File: config.mk
export PLATFORM = sky130hd
export DESIGN_NAME = txf_fault_gate
export DESIGN_NICKNAME = d
export VERILOG_FILES = /design/src/rtl/txf_reg_bank.v /design/src/rtl/txf_threshold_calc.v /design/src/rtl/txf_fault_gate.v
export VERILOG_INCLUDE_DIRS = /design/src /design/src/rtl
export SDC_FILE = /design/constraint.sdc
export NUM_CORES = 1
export LEC_CHECK = 0
export ABC_AREA = 1
export BUFFER_PORTS_ARGS = -buffer_cell sky130_fd_sc_hd__buf_2
export CORE_MARGIN = 3
export CORE_UTILIZATION = 55
export CTS_BUF_LIST = sky130_fd_sc_hd__clkbuf_16
export DETAILED_ROUTE_END_ITERATION = 7
export PLACE_DENSITY = 0.84
export SLEW_MARGIN = 20
export SYNTH_ARGS = -nofsm -noshare
export SYNTH_HDL_FRONTEND = slang
export SYNTH_SLANG_ARGS = --single-unit
File: constraint.sdc
create_clock -name clock_i -period 3.15 [get_ports clock_i]
set_input_delay 0 -clock clock_i [delete_from_list [all_inputs] [get_ports clock_i]]
set_output_delay 0 -clock clock_i [all_outputs]
set_load 0.1 [all_outputs]
File: src/rtl/txf_consts.vh
`ifndef TXF_CONSTS_VH
`define TXF_CONSTS_VH

// ------------------------------------------------------------
// register byte addresses
// ------------------------------------------------------------
`define TXF_ADDR_SLOW_MASK 8'hBA
`define TXF_ADDR_FAST_MASK 8'hBB
`define TXF_ADDR_PWR_HIGH_MARGIN 8'hBC
`define TXF_ADDR_PWR_LOW_MARGIN 8'hBD
`define TXF_ADDR_BIAS_HIGH_THR 8'hBE
`define TXF_ADDR_BIAS_CEILING 8'hBF
`define TXF_REG_COUNT 6

// ------------------------------------------------------------
// register indices inside the bank
// ------------------------------------------------------------
`define TXF_IDX_SLOW_MASK 3'h0
`define TXF_IDX_FAST_MASK 3'h1
`define TXF_IDX_PWR_HIGH_MARGIN 3'h2
`define TXF_IDX_PWR_LOW_MARGIN 3'h3
`define TXF_IDX_BIAS_HIGH_THR 3'h4
`define TXF_IDX_BIAS_CEILING 3'h5

// ------------------------------------------------------------
// reset values and writable bit masks
// ------------------------------------------------------------
`define TXF_RESET_VALUE 8'h00
`define TXF_SLOW_MASK_WRITABLE 8'hFC
`define TXF_FAST_MASK_WRITABLE 8'hF1
`define TXF_FULL_WRITABLE 8'hFF

// ------------------------------------------------------------
// field positions, slow mask
// ------------------------------------------------------------
`define TXF_BIT_TEMP_EN 7
`define TXF_BIT_VCC_EN 6
`define TXF_BIT_MON_ONE_EN 5
`define TXF_BIT_MON_TWO_EN 4
`define TXF_BIT_MON_THREE_EN 3
`define TXF_BIT_MON_FOUR_EN 2

// ------------------------------------------------------------
// field positions, fast mask
// ------------------------------------------------------------
`define TXF_BIT_PWR_HIGH_EN 7
`define TXF_BIT_PWR_LOW_EN 6
`define TXF_BIT_BIAS_HIGH_EN 5
`define TXF_BIT_BIAS_CEIL_EN 4
`define TXF_BIT_GATE_CHAIN_EN 0

// ------------------------------------------------------------
// codes
// ------------------------------------------------------------
`define TXF_CODE_MAX 8'hFF
`define TXF_CODE_MIN 8'h00
`define TXF_BIAS_LOW_FILL 5'h1F

`endif

File: src/rtl/txf_reg_bank.v
`timescale 1ns/1ps
`default_nettype none
`include "txf_consts.vh"

module txf_reg_bank (
  input wire clock_i,
  input wire reset_i,
  input wire enable_i,
  input wire [7:0] addr_i,
  input wire wr_i,
  input wire [7:0] wr_data_i,
  input wire rd_i,
  output reg [7:0] rd_data_o,
  output wire [8*`TXF_REG_COUNT-1:0] regs_o
);

  // ------------------------------------------------------------
  // address decode
  // ------------------------------------------------------------
  function [3:0] decode_index;
    input [7:0] addr;
    begin
      if (addr == `TXF_ADDR_SLOW_MASK) begin
        decode_index = {1'b1, `TXF_IDX_SLOW_MASK};
      end else if (addr == `TXF_ADDR_FAST_MASK) begin
        decode_index = {1'b1, `TXF_IDX_FAST_MASK};
      end else if (addr == `TXF_ADDR_PWR_HIGH_MARGIN) begin
        decode_index = {1'b1, `TXF_IDX_PWR_HIGH_MARGIN};
      end else if (addr == `TXF_ADDR_PWR_LOW_MARGIN) begin
        decode_index = {1'b1, `TXF_IDX_PWR_LOW_MARGIN};
      end else if (addr == `TXF_ADDR_BIAS_HIGH_THR) begin
        decode_index = {1'b1, `TXF_IDX_BIAS_HIGH_THR};
      end else if (addr == `TXF_ADDR_BIAS_CEILING) begin
        decode_index = {1'b1, `TXF_IDX_BIAS_CEILING};
      end else begin
        decode_index = 4'h0;
      end
    end
  endfunction

  // reserved bits are never stored, so they read as zero
  function [7:0] writable;
    input [2:0] idx;
    begin
      if (idx == `TXF_IDX_SLOW_MASK) begin
        writable = `TXF_SLOW_MASK_WRITABLE;
      end else if (idx == `TXF_IDX_FAST_MASK) begin
        writable = `TXF_FAST_MASK_WRITABLE;
      end else begin
        writable = `TXF_FULL_WRITABLE;
      end
    end
  endfunction

  // ------------------------------------------------------------
  // storage
  // ------------------------------------------------------------
  reg [7:0] mem_r [0:`TXF_REG_COUNT-1];
  wire [3:0] hit = decode_index(addr_i);
  integer i;

  always @(posedge clock_i) begin
    if (reset_i) begin
      for (i = 0; i < `TXF_REG_COUNT; i = i + 1) begin
        mem_r[i] <= `TXF_RESET_VALUE;
      end
      rd_data_o <= `TXF_RESET_VALUE;
    end else if (enable_i) begin
      if (wr_i && hit[3]) begin
        mem_r[hit[2:0]] <= wr_data_i & writable(hit[2:0]);
      end
      if (rd_i) begin
        rd_data_o <= hit[3] ? mem_r[hit[2:0]] : `TXF_CODE_MIN;
      end
    end
  end

  genvar g;
  generate
    for (g = 0; g < `TXF_REG_COUNT; g = g + 1) begin : flat
      assign regs_o[8*g +: 8] = mem_r[g];
    end
  endgenerate

endmodule
`default_nettype wire

File: src/rtl/txf_threshold_calc.v
`timescale 1ns/1ps
`default_nettype none
`include "txf_consts.vh"

module txf_threshold_calc (
  input wire clock_i,
  input wire reset_i,
  input wire enable_i,
  input wire [7:0] power_loop_setpoint_i,
  input wire [7:0] power_high_margin_i,
  input wire [7:0] power_low_margin_i,
  output reg [7:0] high_code_o,
  output reg [7:0] low_code_o
);

  // ------------------------------------------------------------
  // saturating arithmetic
  // ------------------------------------------------------------
  wire [8:0] sum = {1'b0, power_loop_setpoint_i} + {1'b0, power_high_margin_i};
  wire [8:0] diff = {1'b0, power_loop_setpoint_i} - {1'b0, power_low_margin_i};

  always @(posedge clock_i) begin
    if (reset_i) begin
      high_code_o <= `TXF_CODE_MIN;
      low_code_o <= `TXF_CODE_MIN;
    end else if (enable_i) begin
      high_code_o <= sum[8] ? `TXF_CODE_MAX : sum[7:0];
      low_code_o <= diff[8] ? `TXF_CODE_MIN : diff[7:0];
    end
  end

endmodule
`default_nettype wire

File: src/rtl/txf_fault_gate.v
`timescale 1ns/1ps
`default_nettype none
`include "txf_consts.vh"

module txf_fault_gate #(
  parameter BIAS_WIDTH = 13
) (
  input wire clock_i,
  input wire reset_i,
  input wire enable_i,
  input wire [7:0] reg_addr_i,
  input wire reg_wr_i,
  input wire [7:0] reg_wr_data_i,
  input wire reg_rd_i,
  output wire [7:0] reg_rd_data_o,
  input wire temp_alarm_i,
  input wire vcc_alarm_i,
  input wire [3:0] monitor_alarm_i,
  input wire [7:0] power_loop_setpoint_i,
  input wire [7:0] monitor_diode_voltage_i,
  input wire [7:0] bias_monitor_input_i,
  input wire [BIAS_WIDTH-1:0] bias_request_i,
  input wire fast_shutdown_gate_i,
  output reg [BIAS_WIDTH-1:0] bias_dac_o,
  output reg power_high_alarm_o,
  output reg power_low_alarm_o,
  output reg bias_high_alarm_o,
  output reg bias_ceiling_alarm_o,
  output wire [7:0] power_high_code_o,
  output wire [7:0] power_low_code_o,
  output reg tx_fault_o
);

  // ------------------------------------------------------------
  // helpers
  // ------------------------------------------------------------
  localparam LOW_BITS = BIAS_WIDTH - 8;

  function greater;
    input [7:0] a;
    input [7:0] b;
    begin
      greater = (a > b);
    end
  endfunction

  // ------------------------------------------------------------
  // pin synchronisers
  // ------------------------------------------------------------
  reg [7:0] diode_meta_r;
  reg [7:0] diode_sync_r;
  reg [7:0] bias_mon_meta_r;
  reg [7:0] bias_mon_sync_r;
  reg gate_meta_r;
  reg gate_sync_r;

  always @(posedge clock_i) begin
    if (reset_i) begin
      diode_meta_r <= 8'h00;
      diode_sync_r <= 8'h00;
      bias_mon_meta_r <= 8'h00;
      bias_mon_sync_r <= 8'h00;
      gate_meta_r <= 1'b0;
      gate_sync_r <= 1'b0;
    end else if (enable_i) begin
      diode_meta_r <= monitor_diode_voltage_i;
      diode_sync_r <= diode_meta_r;
      bias_mon_meta_r <= bias_monitor_input_i;
      bias_mon_sync_r <= bias_mon_meta_r;
      gate_meta_r <= fast_shutdown_gate_i;
      gate_sync_r <= gate_meta_r;
    end
  end

  // ------------------------------------------------------------
  // register bank
  // ------------------------------------------------------------
  wire [8*`TXF_REG_COUNT-1:0] regs;

  txf_reg_bank bank (
    .clock_i(clock_i),
    .reset_i(reset_i),
    .enable_i(enable_i),
    .addr_i(reg_addr_i),
    .wr_i(reg_wr_i),
    .wr_data_i(reg_wr_data_i),
    .rd_i(reg_rd_i),
    .rd_data_o(reg_rd_data_o),
    .regs_o(regs)
  );

  wire [7:0] slow_mask = regs[8*`TXF_IDX_SLOW_MASK +: 8];
  wire [7:0] fast_mask = regs[8*`TXF_IDX_FAST_MASK +: 8];
  wire [7:0] power_high_margin = regs[8*`TXF_IDX_PWR_HIGH_MARGIN +: 8];
  wire [7:0] power_low_margin = regs[8*`TXF_IDX_PWR_LOW_MARGIN +: 8];
  wire [7:0] bias_high_threshold = regs[8*`TXF_IDX_BIAS_HIGH_THR +: 8];
  wire [7:0] bias_dac_ceiling = regs[8*`TXF_IDX_BIAS_CEILING +: 8];

  wire temp_fault_enable = slow_mask[`TXF_BIT_TEMP_EN];
  wire vcc_fault_enable = slow_mask[`TXF_BIT_VCC_EN];
  wire monitor_one_fault_enable = slow_mask[`TXF_BIT_MON_ONE_EN];
  wire monitor_two_fault_enable = slow_mask[`TXF_BIT_MON_TWO_EN];
  wire monitor_three_fault_enable = slow_mask[`TXF_BIT_MON_THREE_EN];
  wire monitor_four_fault_enable = slow_mask[`TXF_BIT_MON_FOUR_EN];
  wire power_high_fault_enable = fast_mask[`TXF_BIT_PWR_HIGH_EN];
  wire power_low_fault_enable = fast_mask[`TXF_BIT_PWR_LOW_EN];
  wire bias_high_fault_enable = fast_mask[`TXF_BIT_BIAS_HIGH_EN];
  wire bias_ceiling_fault_enable = fast_mask[`TXF_BIT_BIAS_CEIL_EN];
  wire shutdown_gate_chain_enable = fast_mask[`TXF_BIT_GATE_CHAIN_EN];

  // ------------------------------------------------------------
  // power thresholds
  // ------------------------------------------------------------
  // margins share the setpoint scale, so plain code arithmetic is valid
  txf_threshold_calc thresholds (
    .clock_i(clock_i),
    .reset_i(reset_i),
    .enable_i(enable_i),
    .power_loop_setpoint_i(power_loop_setpoint_i),
    .power_high_margin_i(power_high_margin),
    .power_low_margin_i(power_low_margin),
    .high_code_o(power_high_code_o),
    .low_code_o(power_low_code_o)
  );

  // ------------------------------------------------------------
  // bias ceiling clamp
  // ------------------------------------------------------------
  wire [7:0] bias_request_upper = bias_request_i[BIAS_WIDTH-1:LOW_BITS];
  wire bias_over_ceiling = greater(bias_request_upper, bias_dac_ceiling);
  wire [BIAS_WIDTH-1:0] bias_clamped = {bias_dac_ceiling, {LOW_BITS{1'b1}}};

  always @(posedge clock_i) begin
    if (reset_i) begin
      bias_dac_o <= {BIAS_WIDTH{1'b0}};
    end else if (enable_i) begin
      // over the ceiling the output sits at the top of the ceiling step
      bias_dac_o <= bias_over_ceiling ? bias_clamped : bias_request_i;
    end
  end

  // ------------------------------------------------------------
  // fast comparators
  // ------------------------------------------------------------
  always @(posedge clock_i) begin
    if (reset_i) begin
      power_high_alarm_o <= 1'b0;
      power_low_alarm_o <= 1'b0;
      bias_high_alarm_o <= 1'b0;
      bias_ceiling_alarm_o <= 1'b0;
    end else if (enable_i) begin
      power_high_alarm_o <= greater(diode_sync_r, power_high_code_o);
      power_low_alarm_o <= greater(power_low_code_o, diode_sync_r);
      bias_high_alarm_o <= greater(bias_mon_sync_r, bias_high_threshold);
      bias_ceiling_alarm_o <= bias_over_ceiling;
    end
  end

  // ------------------------------------------------------------
  // fault aggregation
  // ------------------------------------------------------------
  reg slow_fault;
  reg fast_fault;
  reg gate_fault;

  always @* begin
    slow_fault = 1'b0;
    fast_fault = 1'b0;
    gate_fault = 1'b0;
    if (temp_fault_enable && temp_alarm_i) begin
      slow_fault = 1'b1;
    end
    if (vcc_fault_enable && vcc_alarm_i) begin
      slow_fault = 1'b1;
    end
    if (monitor_one_fault_enable && monitor_alarm_i[0]) begin
      slow_fault = 1'b1;
    end
    if (monitor_two_fault_enable && monitor_alarm_i[1]) begin
      slow_fault = 1'b1;
    end
    if (monitor_three_fault_enable && monitor_alarm_i[2]) begin
      slow_fault = 1'b1;
    end
    if (monitor_four_fault_enable && monitor_alarm_i[3]) begin
      slow_fault = 1'b1;
    end
    if (power_high_fault_enable && power_high_alarm_o) begin
      fast_fault = 1'b1;
    end
    if (power_low_fault_enable && power_low_alarm_o) begin
      fast_fault = 1'b1;
    end
    if (bias_high_fault_enable && bias_high_alarm_o) begin
      fast_fault = 1'b1;
    end
    if (bias_ceiling_fault_enable && bias_ceiling_alarm_o) begin
      fast_fault = 1'b1;
    end
    if (shutdown_gate_chain_enable && gate_sync_r) begin
      gate_fault = 1'b1;
    end
  end

  always @(posedge clock_i) begin
    if (reset_i) begin
      tx_fault_o <= 1'b0;
    end else if (enable_i) begin
      tx_fault_o <= slow_fault | fast_fault | gate_fault;
    end
  end

endmodule
`default_nettype wire

# --- After elaboration in Yosys (flattened, before gate mapping) ---
# Memories as Yosys holds them, arrays and structs flattened.
# Cells that the tools add are included.
# Widths: inputs -> output; s select.
op_classes:
  addsub: 2
  magnitude_cmp: 4
  n_eq_ne: 7
  muxes: 35
  bitwise: 3
  reduce_logical: 15
op_table:
  columns: ["cell", "n"]
  rows:
  - ["$mux 8", 8]
  - ["$eq 8x8->1 const B", 6]
  - ["$gt 8x8->1", 4]
  - ["$mux 4", 7]
  - ["$mux 1", 18]
  - ["$mux 13", 1]
  - ["$logic_and 1x1->1", 12]
  - ["$add 8x8->9", 1]
  - ["$sub 8x8->9", 1]
  - ["$and 8x8->8", 1]
  - ["$reduce_or 8->1", 1]
  - ["$eq 3x1->1 const B", 1]
  - ["$logic_not 3->1", 1]
  - ["$mux 3", 1]
  - ["$or 1x1->1", 2]
  - ["$reduce_and 2->1", 1]
word_totals:
  reg_bits: 76
  ramBits: 48
  output_inout_bits: 42
  n_memories: 1
mem_list:
  columns: ["memory", "words", "word_bits", "read_ports", "rd_clocked_by_memory_dff", "wr", "line_no", "rtl"]
  rows:
  - ["bank.mem_r", 6, 8, 7, 0, 6, "txf_reg_bank.v:58", "reg [7:0] mem_r [0:`TXF_REG_COUNT-1];"]

# --- Logic depth before layout (Yosys ltp) ---
# Gate-level depths: netlist of the first run.
logic_depth:
  ltp_word: 15
  ltp_mapped: 13
  depth_no_buf: 13

# --- Hierarchy ---
# Synthesis of the first run repeated with hierarchy kept, for this count alone.
unflattened:
  hier_cells: 962
  hier_area_um2: 7551.0
modules_own_cells:
  columns: ["mod", "instances", "cells_each", "area_each_um2", "seq_area_each_um2"]
  rows:
  - ["txf_reg_bank", 1, 383, 3387.0, 2021.9]
  - ["txf_fault_gate", 1, 381, 2808.9, 1041.0]
  - ["txf_threshold_calc", 1, 198, 1355.0, 320.3]

# --- Least setup slack after synthesis of the first run ---
# No wires, ideal clock.
synth_path:
  path_kind: "reg2reg"
  from: "register thresholds.high_code_o[3]"
  to: "register power_high_alarm_o"
  setup_ns: 0.128
  arrival_time_ns: 1.871
  required_ns: 3.022
  path_slack_ns: 1.151
  path_stages_with_launch: 8
  n_path_buf: 0
  cell_sequence: "dfxtp_1 -> inv_1 -> ha_1 -> a21oi_1 -> a21boi_0 -> nor2_1 -> o22ai_1 -> a21oi_1"
synth_via:
  elab_chain_cells: 1
synth_rtl:
  columns: ["element", "line_no", "rtl"]
  rows:
  - ["start: declaration", "txf_threshold_calc.v:12", "output reg [7:0] high_code_o,"]
  - ["start signal: assignment", "txf_threshold_calc.v:24", "high_code_o <= `TXF_CODE_MIN;"]
  - ["start signal: assignment", "txf_threshold_calc.v:27", "high_code_o <= sum[8] ? `TXF_CODE_MAX : sum[7:0];"]
  - ["$gt 8x8->1", "txf_fault_gate.v:43", "greater = (a > b);"]
  - ["end signal: assignment", "txf_fault_gate.v:152", "power_high_alarm_o <= greater(diode_sync_r, power_high_code_o);"]
  - ["end: declaration", "txf_fault_gate.v:25", "output reg power_high_alarm_o,"]
# No other way between the ends.
# A chain may end at the register's enable or synchronous reset.

==> results of run 1 <==
==> area by class of cell <==
type | instances | area [um^2]
flip-flops and latches | 138 | 3380
repair buffers | 158 | 1020
inverters | 130 | 488
clock buffers | 20 | 500
clock inverters | 12 | 66.3
multi-input cells | 652 | 3400
fillers | 987 | 3800
well taps | 172 | 215
diodes | 1 | 2.50
==> final timing paths <==
check                           to  slack (ns)  cells past startpoint             start
setup / recovery        tx_fault_o        0.84                      7  bank.mem_r[1][7]
hold / removal    bank.mem_r[2][1]        0.05                      3  reg_wr_data_i[1]
setup reg to reg        tx_fault_o        0.84                      7  bank.mem_r[1][7]
hold reg to reg     bias_dac_o[12]        0.46                      2    bias_dac_o[12]
==> per-stage QoR <==
| stage | instances | hold slack, ns | worst slack, ns | power [W] | utilization [%] |
|---|---|---|---|---|---|
| finish | 1283 | 0.0463 | 0.845 | 0.00487 | 70.5 |
| global route | 1282 | 0.0697 | 0.666 | 0.00506 | 70.5 |
| CTS | 1282 | 0.0226 | 0.884 | 0.00487 | 70.5 |
| detailed placement | 1210 | 0.231 | 0.846 | 0.00295 | 63.0 |
| global placement | 1210 | 0.222 | 0.968 | 0.00293 | 63.0 |
| floorplan | 959 | 0.135 | 1.15 | 0.00273 | - |
==> registers in the layout, indices dropped and copies added (netlist names), 8 cells and up <==
signal                  flops
bias_dac_o                 13
bias_mon_meta_r             8
thresholds.low_code_o       8
bank.mem_r                 62
diode_sync_r                8
diode_meta_r                8
bank.rd_data_o              8
bias_mon_sync_r             8
thresholds.high_code_o      8
==> kinds of logic (layout without fill, tap and decap cells) <==
kind of cell             count (synthesis)  after routing  synth area share, %
XOR/XNOR                                 6              6                0.713
buffers and inverters                  169            320                 8.91
AND/OR/NAND/NOR                        426            426                 24.6
AO/OA/AOI/OAI                          151            151                 11.1
adder cells (fa/ha/maj)                 50             50                 8.69
flip-flops                             138            138                 45.9
other                                    1             20               0.0509
==> cells in the final DEF (no fill, tap or decap), types with 3 or more instances in the layout <==
cell and instances:
nand2_1 203, inv_2 6, a31oi_1 3, clkinv_2 3, o21a_1 3, buf_2 106, nand4_1 39, nor3_1 6
nor2_2 4, buf_4 12, o21ai_0 60, clkbuf_16 20, ha_1 48, a21oi_1 66, xnor2_1 3, dlygate4sd3_1 40
o21bai_1 3, edfxtp_1 62, nand3_1 50, xor2_1 3, nor2_1 113, nand2_2 5, o211ai_1 4, conb_1 19
inv_1 126, dfxtp_1 76
==> report_power, final <==
part,internal (W),switching [W]
logic,0.000270,0.000664
registers,0.00198,0.0000628
clock network,0.00113,0.000759
total,0.00338,0.00149
==> worst max-delay path: cells and delay by family, from the launching register on <==
family                 cells  cell delay [ns]
AOI/OAI and AO/OA          3             0.59
and+or+nand+nor            1             0.04
DFF                        1             0.39
buffers and inverters      3             1.19
==> routing by layer <==
metal	wire length (um)	vias to the layer above	track usage, %
met2	9680	356	45.0
met3	1740	65	7.57
met1	7920	3144	35.2
li1	-	3400	-
met4	813	0	14.4
met5	0	-	0
==> timing repair <==
| item | in CTS | in global routing |
|---|---|---|
| hold buffers | 40 | 0 |
| hold endpoints to repair | 43 | 0 |
| buffers inserted | 0 | 0 |
==> results.cfg, run 1 <==
[timing]
finalSetupTns_ns = 0
max_clock_freq_mhz = 434
setup_viol = 0
rsz0062_at_grt = no
layout_min_cycle_time_ns = 2.31
slew_headroom_pct = 47.9
finalMaxSlewViolations = 0
skew_ns = 0.00888
worst_pin_slew_ns = 0.780
hold_viol = 0
period_share_pct = 73.2

[logic_synthesis]
yosysMostFrequentCell = nand2_1
synth-seq-cells = 138
synth_cells = 941
synth.distinct_cells = 40
async_reset_ff_share_pct = 0
synth_largest_area_cell = edfxtp_1
netlist.area_leader.share_pct = 25.3
synthTopCellsByArea = edfxtp_1, dfxtp_1, nand2_1
synth.cells.most_frequent = nand2_1, inv_1, nor2_1, dfxtp_1, a21oi_1
ys.flop_type = dfxtp_1
avgSynthCellArea_um2 = 7.84
syn-cell-area_mm2 = 0.00737
yosysSeqAreaShare_pct = 45.9
synth-edff-count = 62
yosysWarnings = 0

[place]
dp_hpwl_um = 14300
port_buffers = 106
dpl_cell_area_mm2 = 0.00811
gp_congestion = 0.952

[cts]
htreeDepth = 4
clk_latency_ns = 0.43
cts.repair.resized = 0
cts_tree = built
cts.sink_count = 138
cts_buffers = 17
cts_buffer_depth = 2
path_clk_slew_ns = 0.06
clockRootBuffer = clkbuf_16

[grt]
grt_start_max_net_pins = 51
grt_usage_pct = 28.1
grt_pass1_vias = 6610
overflow = 0
grt_first_pass_wirelength_um = 32300
antenna_found_initial = 0

[critical_path]
start_kind = register
cp_max_fo = 2
crit_arrival_ns = 2.63
path_cells = a22o_1 -> a221oi_1 -> dlygate4sd3_1 -> nand2_1 -> o21ai_0 -> dlygate4sd3_1 -> inv_1
slowest_delay_ns = 0.58
crit_required_ns = 3.47
critPathKind = reg -> reg
cpMaxStageDelayCell = dlygate4sd3_1
worst_setup_path_end_kind = register
cpMostUsedCell = dlygate4sd3_1

[die]
die-area_mm2 = 0.0148
die_h_um = 122
io_pins = 107
start_util_pct = 57.3
fp-row-count = 41
die_width_um = 122
coreArea_mm2 = 0.0129

[cells_and_area]
drive_gt1_share_pct = 15.1
fin_nets = 1212
fin_area_mm2 = 0.00908
area_growth_pct = 23.1

[route]
ant_nets = 0
wl_per_cell_um = 15.7
vias = 6965
wirelength_um = 20100
drc = 0
drtIter0Drc = 814
dr.pass1.iters = 6
viasPerCell = 5.43

[power_and_ir_drop]
powerDensity_mw_per_mm2 = 536
leakagePower_nw = 4.39
peakVddDrop_uv = 488

[worst_hold_path]
hold_path.class = in -> reg

[outcome]
outcome = complete, no violations

[run]
drv_cap = 0
Power figures use the tool's default switching activity.
==> run 2, diff against run 1 <==
- CORE_UTILIZATION: 55 -> 52
- clock period: 3.15 -> 2 ns (I/O delays scaled with it)
==> run 2 against run 1 <==
- global-route usage fell by 1.7 points
- sequential share of layout area fell by 0.69 points
- via count up 1.9%
- clock-buffer cell count is 1 lower
- final area up 1.9%
- routed wire length up 2.1%
- clock power increased by 61%
- non-clock buffer count grew 16
- sequential power rose by 57%
- utilization is 2.3 points lower
- worst hold slack got worse by 0.027 ns
- largest power group unchanged
==> results.cfg, run 2 (synthesis gave the netlist of run 1 again) <==
[timing]
slew_headroom_pct = 57.5
hold_viol = 0
max_clock_freq_mhz = 534
finalMaxSlewViolations = 0
skew_ns = 0.0117
setup_viol = 0
layout_min_cycle_time_ns = 1.87
rsz0062_at_grt = yes
worst_pin_slew_ns = 0.636
worst_slack_ns = 0.126
worst_hold_slack_ns = 0.0194
period_share_pct = 93.7

[worst_hold_path]
hold_path.class = in -> reg

[cts]
htreeDepth = 4
path_clk_slew_ns = 0.06
cts_tree = built
clk_latency_ns = 0.43
cts_buffer_depth = 2
cts.sink_count = 138
cts_buffers = 17
clockRootBuffer = clkbuf_16

[critical_path]
crit_required_ns = 2.37
worst_setup_path_end_kind = register
path_cells = ha_2 -> inv_1 -> fa_2 -> inv_1 -> nand3_1 -> nand2_2 -> nand4_1 -> o211ai_1 -> inv_2 -> nand3_1 -> o211ai_1 -> inv_1
cp_max_fo = 6
r2r_start = bank.mem_r[2][0]
rrSetupSlack_ns = 0.13
slowest_delay_ns = 0.35
start_kind = register
r2r_cells = 12
critPathKind = reg -> reg
worst-path-stages = 12
crit_arrival_ns = 2.24
cpMostUsedCell = inv_1
crit_path_end = thresholds.high_code_o[1]
cpMaxStageDelayCell = edfxtp_1
cpLargestDelayFamily = adder cells
timing.rr.end = thresholds.high_code_o[1]
crit_buf_inv = 4
crit_start = bank.mem_r[2][0]

[cells_and_area]
seq_area_mm2 = 0.00338
mostFrequentLayoutCell = nand2_1
regMostFlops = bank.mem_r
largest_register_ffs = 62
antenna_cells = 0
top_regs = bank.mem_r (62), bias_dac_o (13)
fill_cells = 1053
fin_nets = 1228
final_cell_mix = nand2_1, inv_1, nor2_1
final_core_util_pct = 68.2
drive_gt1_share_pct = 17.2
multiInputGateArea_mm2 = 0.00342
area_growth_pct = 25.5

[power_and_ir_drop]
peakVddDrop_uv = 558
leakagePower_nw = 4.47
powerDensity_mw_per_mm2 = 840
power_w = 0.00777

[route]
ant_nets = 0
wl_per_cell_um = 15.8
dr.pass1.iters = 5
wirelength_um = 20600
drc = 0
viasPerCell = 5.45
vias = 7096
drtIter0Drc = 731

[place]
gp_congestion = 0.927
place_ws_ns = -0.00151
dp_hpwl_um = 14400
port_buffers = 106

[die]
die_h_um = 125
die_width_um = 125
start_util_pct = 54.4
coreArea_mm2 = 0.0136
fp-row-count = 42
die-area_mm2 = 0.0156
io_pins = 107

[grt]
antenna_found_initial = 0
grt_first_pass_wirelength_um = 33400
grt_start_max_net_pins = 55
overflow = 0
grt_usage_pct = 26.5
grt_pass1_vias = 6902

[outcome]
outcome = complete, no violations

[run]
drv_cap = 0
## run 2: changes by cell type in the layout (fill, tap and decap cells not counted), moves of 2 or more
cell / delta
buf_4: +14
inv_2: +4
inv_1: -3
buf_12: +2
clkinv_1: -2
fa_1: -2
fa_2: +2
## run 2: worst min path at each step
stage | start | end | slack [ns] | cells after the start
after CTS | vcc_alarm_i | tx_fault_o | 0.003 | 5
after floorplan | monitor_diode_voltage_i[3] | diode_meta_r[3] | 0.13 | 2
final | temp_alarm_i | tx_fault_o | 0.02 | 5
after detailed placement | bias_monitor_input_i[2] | bias_mon_meta_r[2] | 0.23 | 3
after global placement | bias_monitor_input_i[3] | bias_mon_meta_r[3] | 0.23 | 3
after global routing | bias_request_i[5] | bias_dac_o[5] | 0.05 | 5
## run 2: through the flow
| stage | TNS, ns | cells | cell area [um^2] |
|---|---|---|---|
| 6_report | 0 | 1301 | 9250 |
| 5_1_grt | -0.0129 | 1301 | 9250 |
| 4_1_cts | 0 | 1301 | 9230 |
| 3_5_place_dp | -0.00151 | 1229 | 8250 |
| 3_3_place_gp | 0 | 1229 | 8250 |
| 2_1_floorplan | 0 | 959 | 7440 |
## run 2: area by class of cell
type	instances	area share, %
Multi-Input combinational cell	652	37.0
Sequential cell	138	36.6
Timing Repair Buffer	174	12.6
Inverter	130	5.28
Clock buffer	19	5.14
Tap cell	176	2.38
Clock inverter	12	1.01
## run 2: repair_timing
action                     4_1_cts  5_1_grt
setup endpoints to repair        3       15
buffers inserted                 1        0
hold endpoints to repair        44        0
pin swaps                        0        1
gates cloned                     0        0
hold buffers                    40        0
gates resized for setup          1        8
## run 2: routing by layer
| layer | track usage [%] | wire length, um | share of wire [%] |
|---|---|---|---|
| met5 | 0 | 0 | 0 |
| met4 | 11.5 | 739 | 3.6 |
| met3 | 5.71 | 1600 | 7.8 |
| met2 | 44.8 | 10200 | 49 |
| met1 | 32.7 | 8070 | 39 |
## run 2: report_power, final
group / internal (W) / total [W] / switching (W) / leakage, nW
clock network: 0.00184 / 0.00304 / 0.00120 / 0.292
logic: 0.000451 / 0.00151 / 0.00106 / 2.96
registers: 0.00312 / 0.00321 / 0.0000970 / 1.22
total: 0.00540 / 0.00777 / 0.00236 / 4.47
## run 2: tightest hold or removal path, stage by stage
cell     delay (ns)
buf_2          0.09
nand2_1        0.04
nand4_1        0.11
o21ai_0        0.11
inv_1          0.05
==> run 3, diff against run 2 <==
- ABC_AREA: 1 -> not set
- CAP_MARGIN: not set -> 10
- CORE_UTILIZATION: 52 -> 51
- PLACE_DENSITY: 0.84 -> 0.83
==> run 3 against run 2 <==
- the flow now finishes with violations (setup timing)
- routed wire length is 11% lower
- combinational power is 3% higher
- via count is 18% lower
- power is 4.7% lower
- final area is 6.9% lower
- synthesized cell count is 28% lower
- worst hold slack better by 0.0034 ns
- clock skew is 0.0035 ns lower
- area after synthesis is 10% lower
- global-route usage is 0.94 points lower
- largest cell class unchanged
- critical endpoint is now thresholds.low_code_o[4]
- critical path type unchanged
- final cell count is 21% lower
- critical path depth is 4 lower
==> results.cfg, run 3 <==
[die]
die_h_um = 120
io_pins = 107
coreArea_mm2 = 0.0127
die-area_mm2 = 0.0144
fp-row-count = 41
die_width_um = 120
start_util_pct = 52.3

[logic_synthesis]
async_reset_ff_share_pct = 0
synth-edff-count = 48
synth-seq-cells = 124
avgSynthCellArea_um2 = 9.83
synth_largest_area_cell = dfxtp_1
synthTopCellsByArea = dfxtp_1, edfxtp_1, ha_1
yosysSeqAreaShare_pct = 44.7
synth.distinct_cells = 63
synth_cells = 674
yosysMostFrequentCell = nor2_1
synth.cells.most_frequent = nor2_1, dfxtp_1, inv_1, edfxtp_1, ha_1
yosysWarnings = 0
syn-cell-area_mm2 = 0.00662
ys.flop_type = dfxtp_1
netlist.area_leader.share_pct = 23.0

[cts]
htreeDepth = 4
clk_latency_ns = 0.42
cts_buffer_depth = 2
cts_tree = built
cts.sink_count = 124
clockRootBuffer = clkbuf_16
path_clk_slew_ns = 0.06
cts_buffers = 17

[power_and_ir_drop]
peakVddDrop_uv = 602
leakagePower_nw = 3.85
power_frac_comb_pct = 21.1
power.internal_w = 0.00519
switchingPower_w = 0.00221
switching_share_pct = 29.9
powerDensity_mw_per_mm2 = 860
p_clk_share_pct = 40.0
seqPwrFrac_pct = 38.9

[critical_path]
crit_buf_inv = 1
slowest_delay_ns = 0.38
cpLargestDelayFamily = compound AO/OA/AOI/OAI gates
cp_max_fo = 8
start_kind = register
crit_required_ns = 2.28
path_cells = ha_2 -> inv_2 -> fa_2 -> a211oi_4 -> o21ai_1 -> a32o_2 -> a22oi_2 -> nor2_1
worst_setup_path_end_kind = register
cpMaxStageDelayCell = edfxtp_1
crit_arrival_ns = 2.32
critPathKind = reg -> reg

[timing]
layout_min_cycle_time_ns = 2.04
period_share_pct = 102
worst_pin_slew_ns = 0.622
rsz0062_at_grt = yes
skew_ns = 0.00813
setup_viol = 6
max_clock_freq_mhz = 491
finalMaxSlewViolations = 0
hold_viol = 0
slew_headroom_pct = 58.5
worst_slack_ns = -0.0361

[route]
dr.pass1.iters = 5
viasPerCell = 5.65
ant_nets = 0
wl_per_cell_um = 17.8
drtIter0Drc = 757
vias = 5801
drc = 0
wirelength_um = 18300

[run]
drv_cap = 0

[cells_and_area]
fill_cells = 962
antenna_cells = 0
area_growth_pct = 30.0
final_cell_mix = buf_2, nor2_1, dfxtp_1
top_regs = bank.mem_r (48), bias_dac_o (13)
largest_register_ffs = 48
final_core_util_pct = 67.9
regMostFlops = bank.mem_r
drive_gt1_share_pct = 25.6
mostFrequentLayoutCell = buf_2
fin_nets = 956

[worst_hold_path]
hold_path.class = in -> reg

[place]
port_buffers = 106
place_ws_ns = -0.119
gp_congestion = 0.976
dp_hpwl_um = 12800

[grt]
overflow = 0
grt_first_pass_wirelength_um = 28900
grt_pass1_vias = 5713
antenna_found_initial = 0
grt_start_max_net_pins = 50
grt_usage_pct = 25.5

[outcome]
violations = setup timing
outcome = complete, but fails checks
[run 3: cell count changes in the layout (fill, tap and decap cells not counted), moves of 39 or more]
cell | before | now
a21oi_1 | 65 | 26
nand3_1 | 50 | 3
o21ai_0 | 59 | 19
inv_1 | 123 | 57
nand2_1 | 202 | 31
mux2i_1 | 0 | 46
[run 3: worst paths after layout]
kind,startpoint,slack (ns),depth (start not counted),endpoint
worst min register to register,bank.rd_data_o[1],0.48,1,bank.rd_data_o[1]
worst max-delay path,bank.mem_r[3][0],-0.04,8,thresholds.low_code_o[4]
worst min-delay path,bias_request_i[12],0.02,3,bias_dac_o[12]
worst max register to register,bank.mem_r[3][0],-0.04,8,thresholds.low_code_o[4]
[run 3: timing repair]
item                       CTS  global route
pin swaps                   10            15
hold buffers                36             0
buffers inserted             3             6
gates resized for setup     15            22
setup endpoints to repair   16            28
hold endpoints to repair    46             0
[run 3: power groups by stage]
| stage | Clock (W) | Combinational, W | Sequential [W] |
|---|---|---|---|
| floorplan | 0 | 0.000616 | 0.00333 |
| global placement | 0 | 0.00136 | 0.00292 |
| detailed placement | 0 | 0.00139 | 0.00293 |
| CTS | 0.00297 | 0.00149 | 0.00288 |
| global route | 0.00310 | 0.00167 | 0.00289 |
| finish | 0.00296 | 0.00156 | 0.00288 |
[run 3: layout make-up]
type                       count  area, um^2  area share [%]
clock inverter                12        76.3           0.886
inverter                      55         206            2.40
tap                          172         215            2.50
clock buffer                  20         500            5.81
timing repair buffer         175        1160            13.4
sequential                   124        2970            34.5
multi-input combinational    468        3490            40.5
[run 3: logic make-up (layout without fill, tap and decap cells)]
| logic type | count (synthesis) | after routing | share of synthesized area, % |
|---|---|---|---|
| other | 1 | 5 | 0.0566 |
| buffers and inverters | 86 | 262 | 5.16 |
| adders and majority gates | 50 | 50 | 9.67 |
| muxes | 49 | 49 | 7.80 |
| AOI/OAI and AO/OA | 145 | 145 | 15.5 |
| xor gates and xnor gates | 6 | 6 | 0.793 |
| DFF | 124 | 124 | 44.7 |
| and+or+nand+nor | 213 | 213 | 16.3 |
[run 3: metrics by stage]
| step | hold WS, ns | setup TNS [ns] | area [um^2] | cells | power [W] |
|---|---|---|---|---|---|
| after CTS | 0.0301 | -0.00675 | 8490 | 1021 | 0.00734 |
| final | 0.0229 | -0.129 | 8610 | 1026 | 0.00740 |
| after global routing | 0.0272 | -1.12 | 8610 | 1026 | 0.00767 |
| after global placement | 0.240 | -0.191 | 7460 | 951 | 0.00428 |
| after detailed placement | 0.241 | -1.12 | 7460 | 951 | 0.00432 |
| after floorplan | 0.147 | 0 | 6650 | 678 | 0.00394 |
[run 3: worst reg2reg max path: cells and delay by family (launching register included)]
| family | cells | cell delay (ns) |
|---|---|---|
| flip-flops | 1 | 0.38 |
| adder cells (fa/ha/maj) | 2 | 0.57 |
| AND/OR/NAND/NOR | 1 | 0.06 |
| AO/OA/AOI/OAI | 4 | 0.87 |
| buffers and inverters | 1 | 0.04 |
[run 3: per-layer routing]
layer / routed length, um / vias to the layer above / track usage, %
met5: 0 / - / 0
met4: 437 / 0 / 7.59
met3: 1460 / 51 / 7.78
met2: 8800 / 293 / 40.7
met1: 7610 / 2702 / 33.6
li1: - / 2755 / -
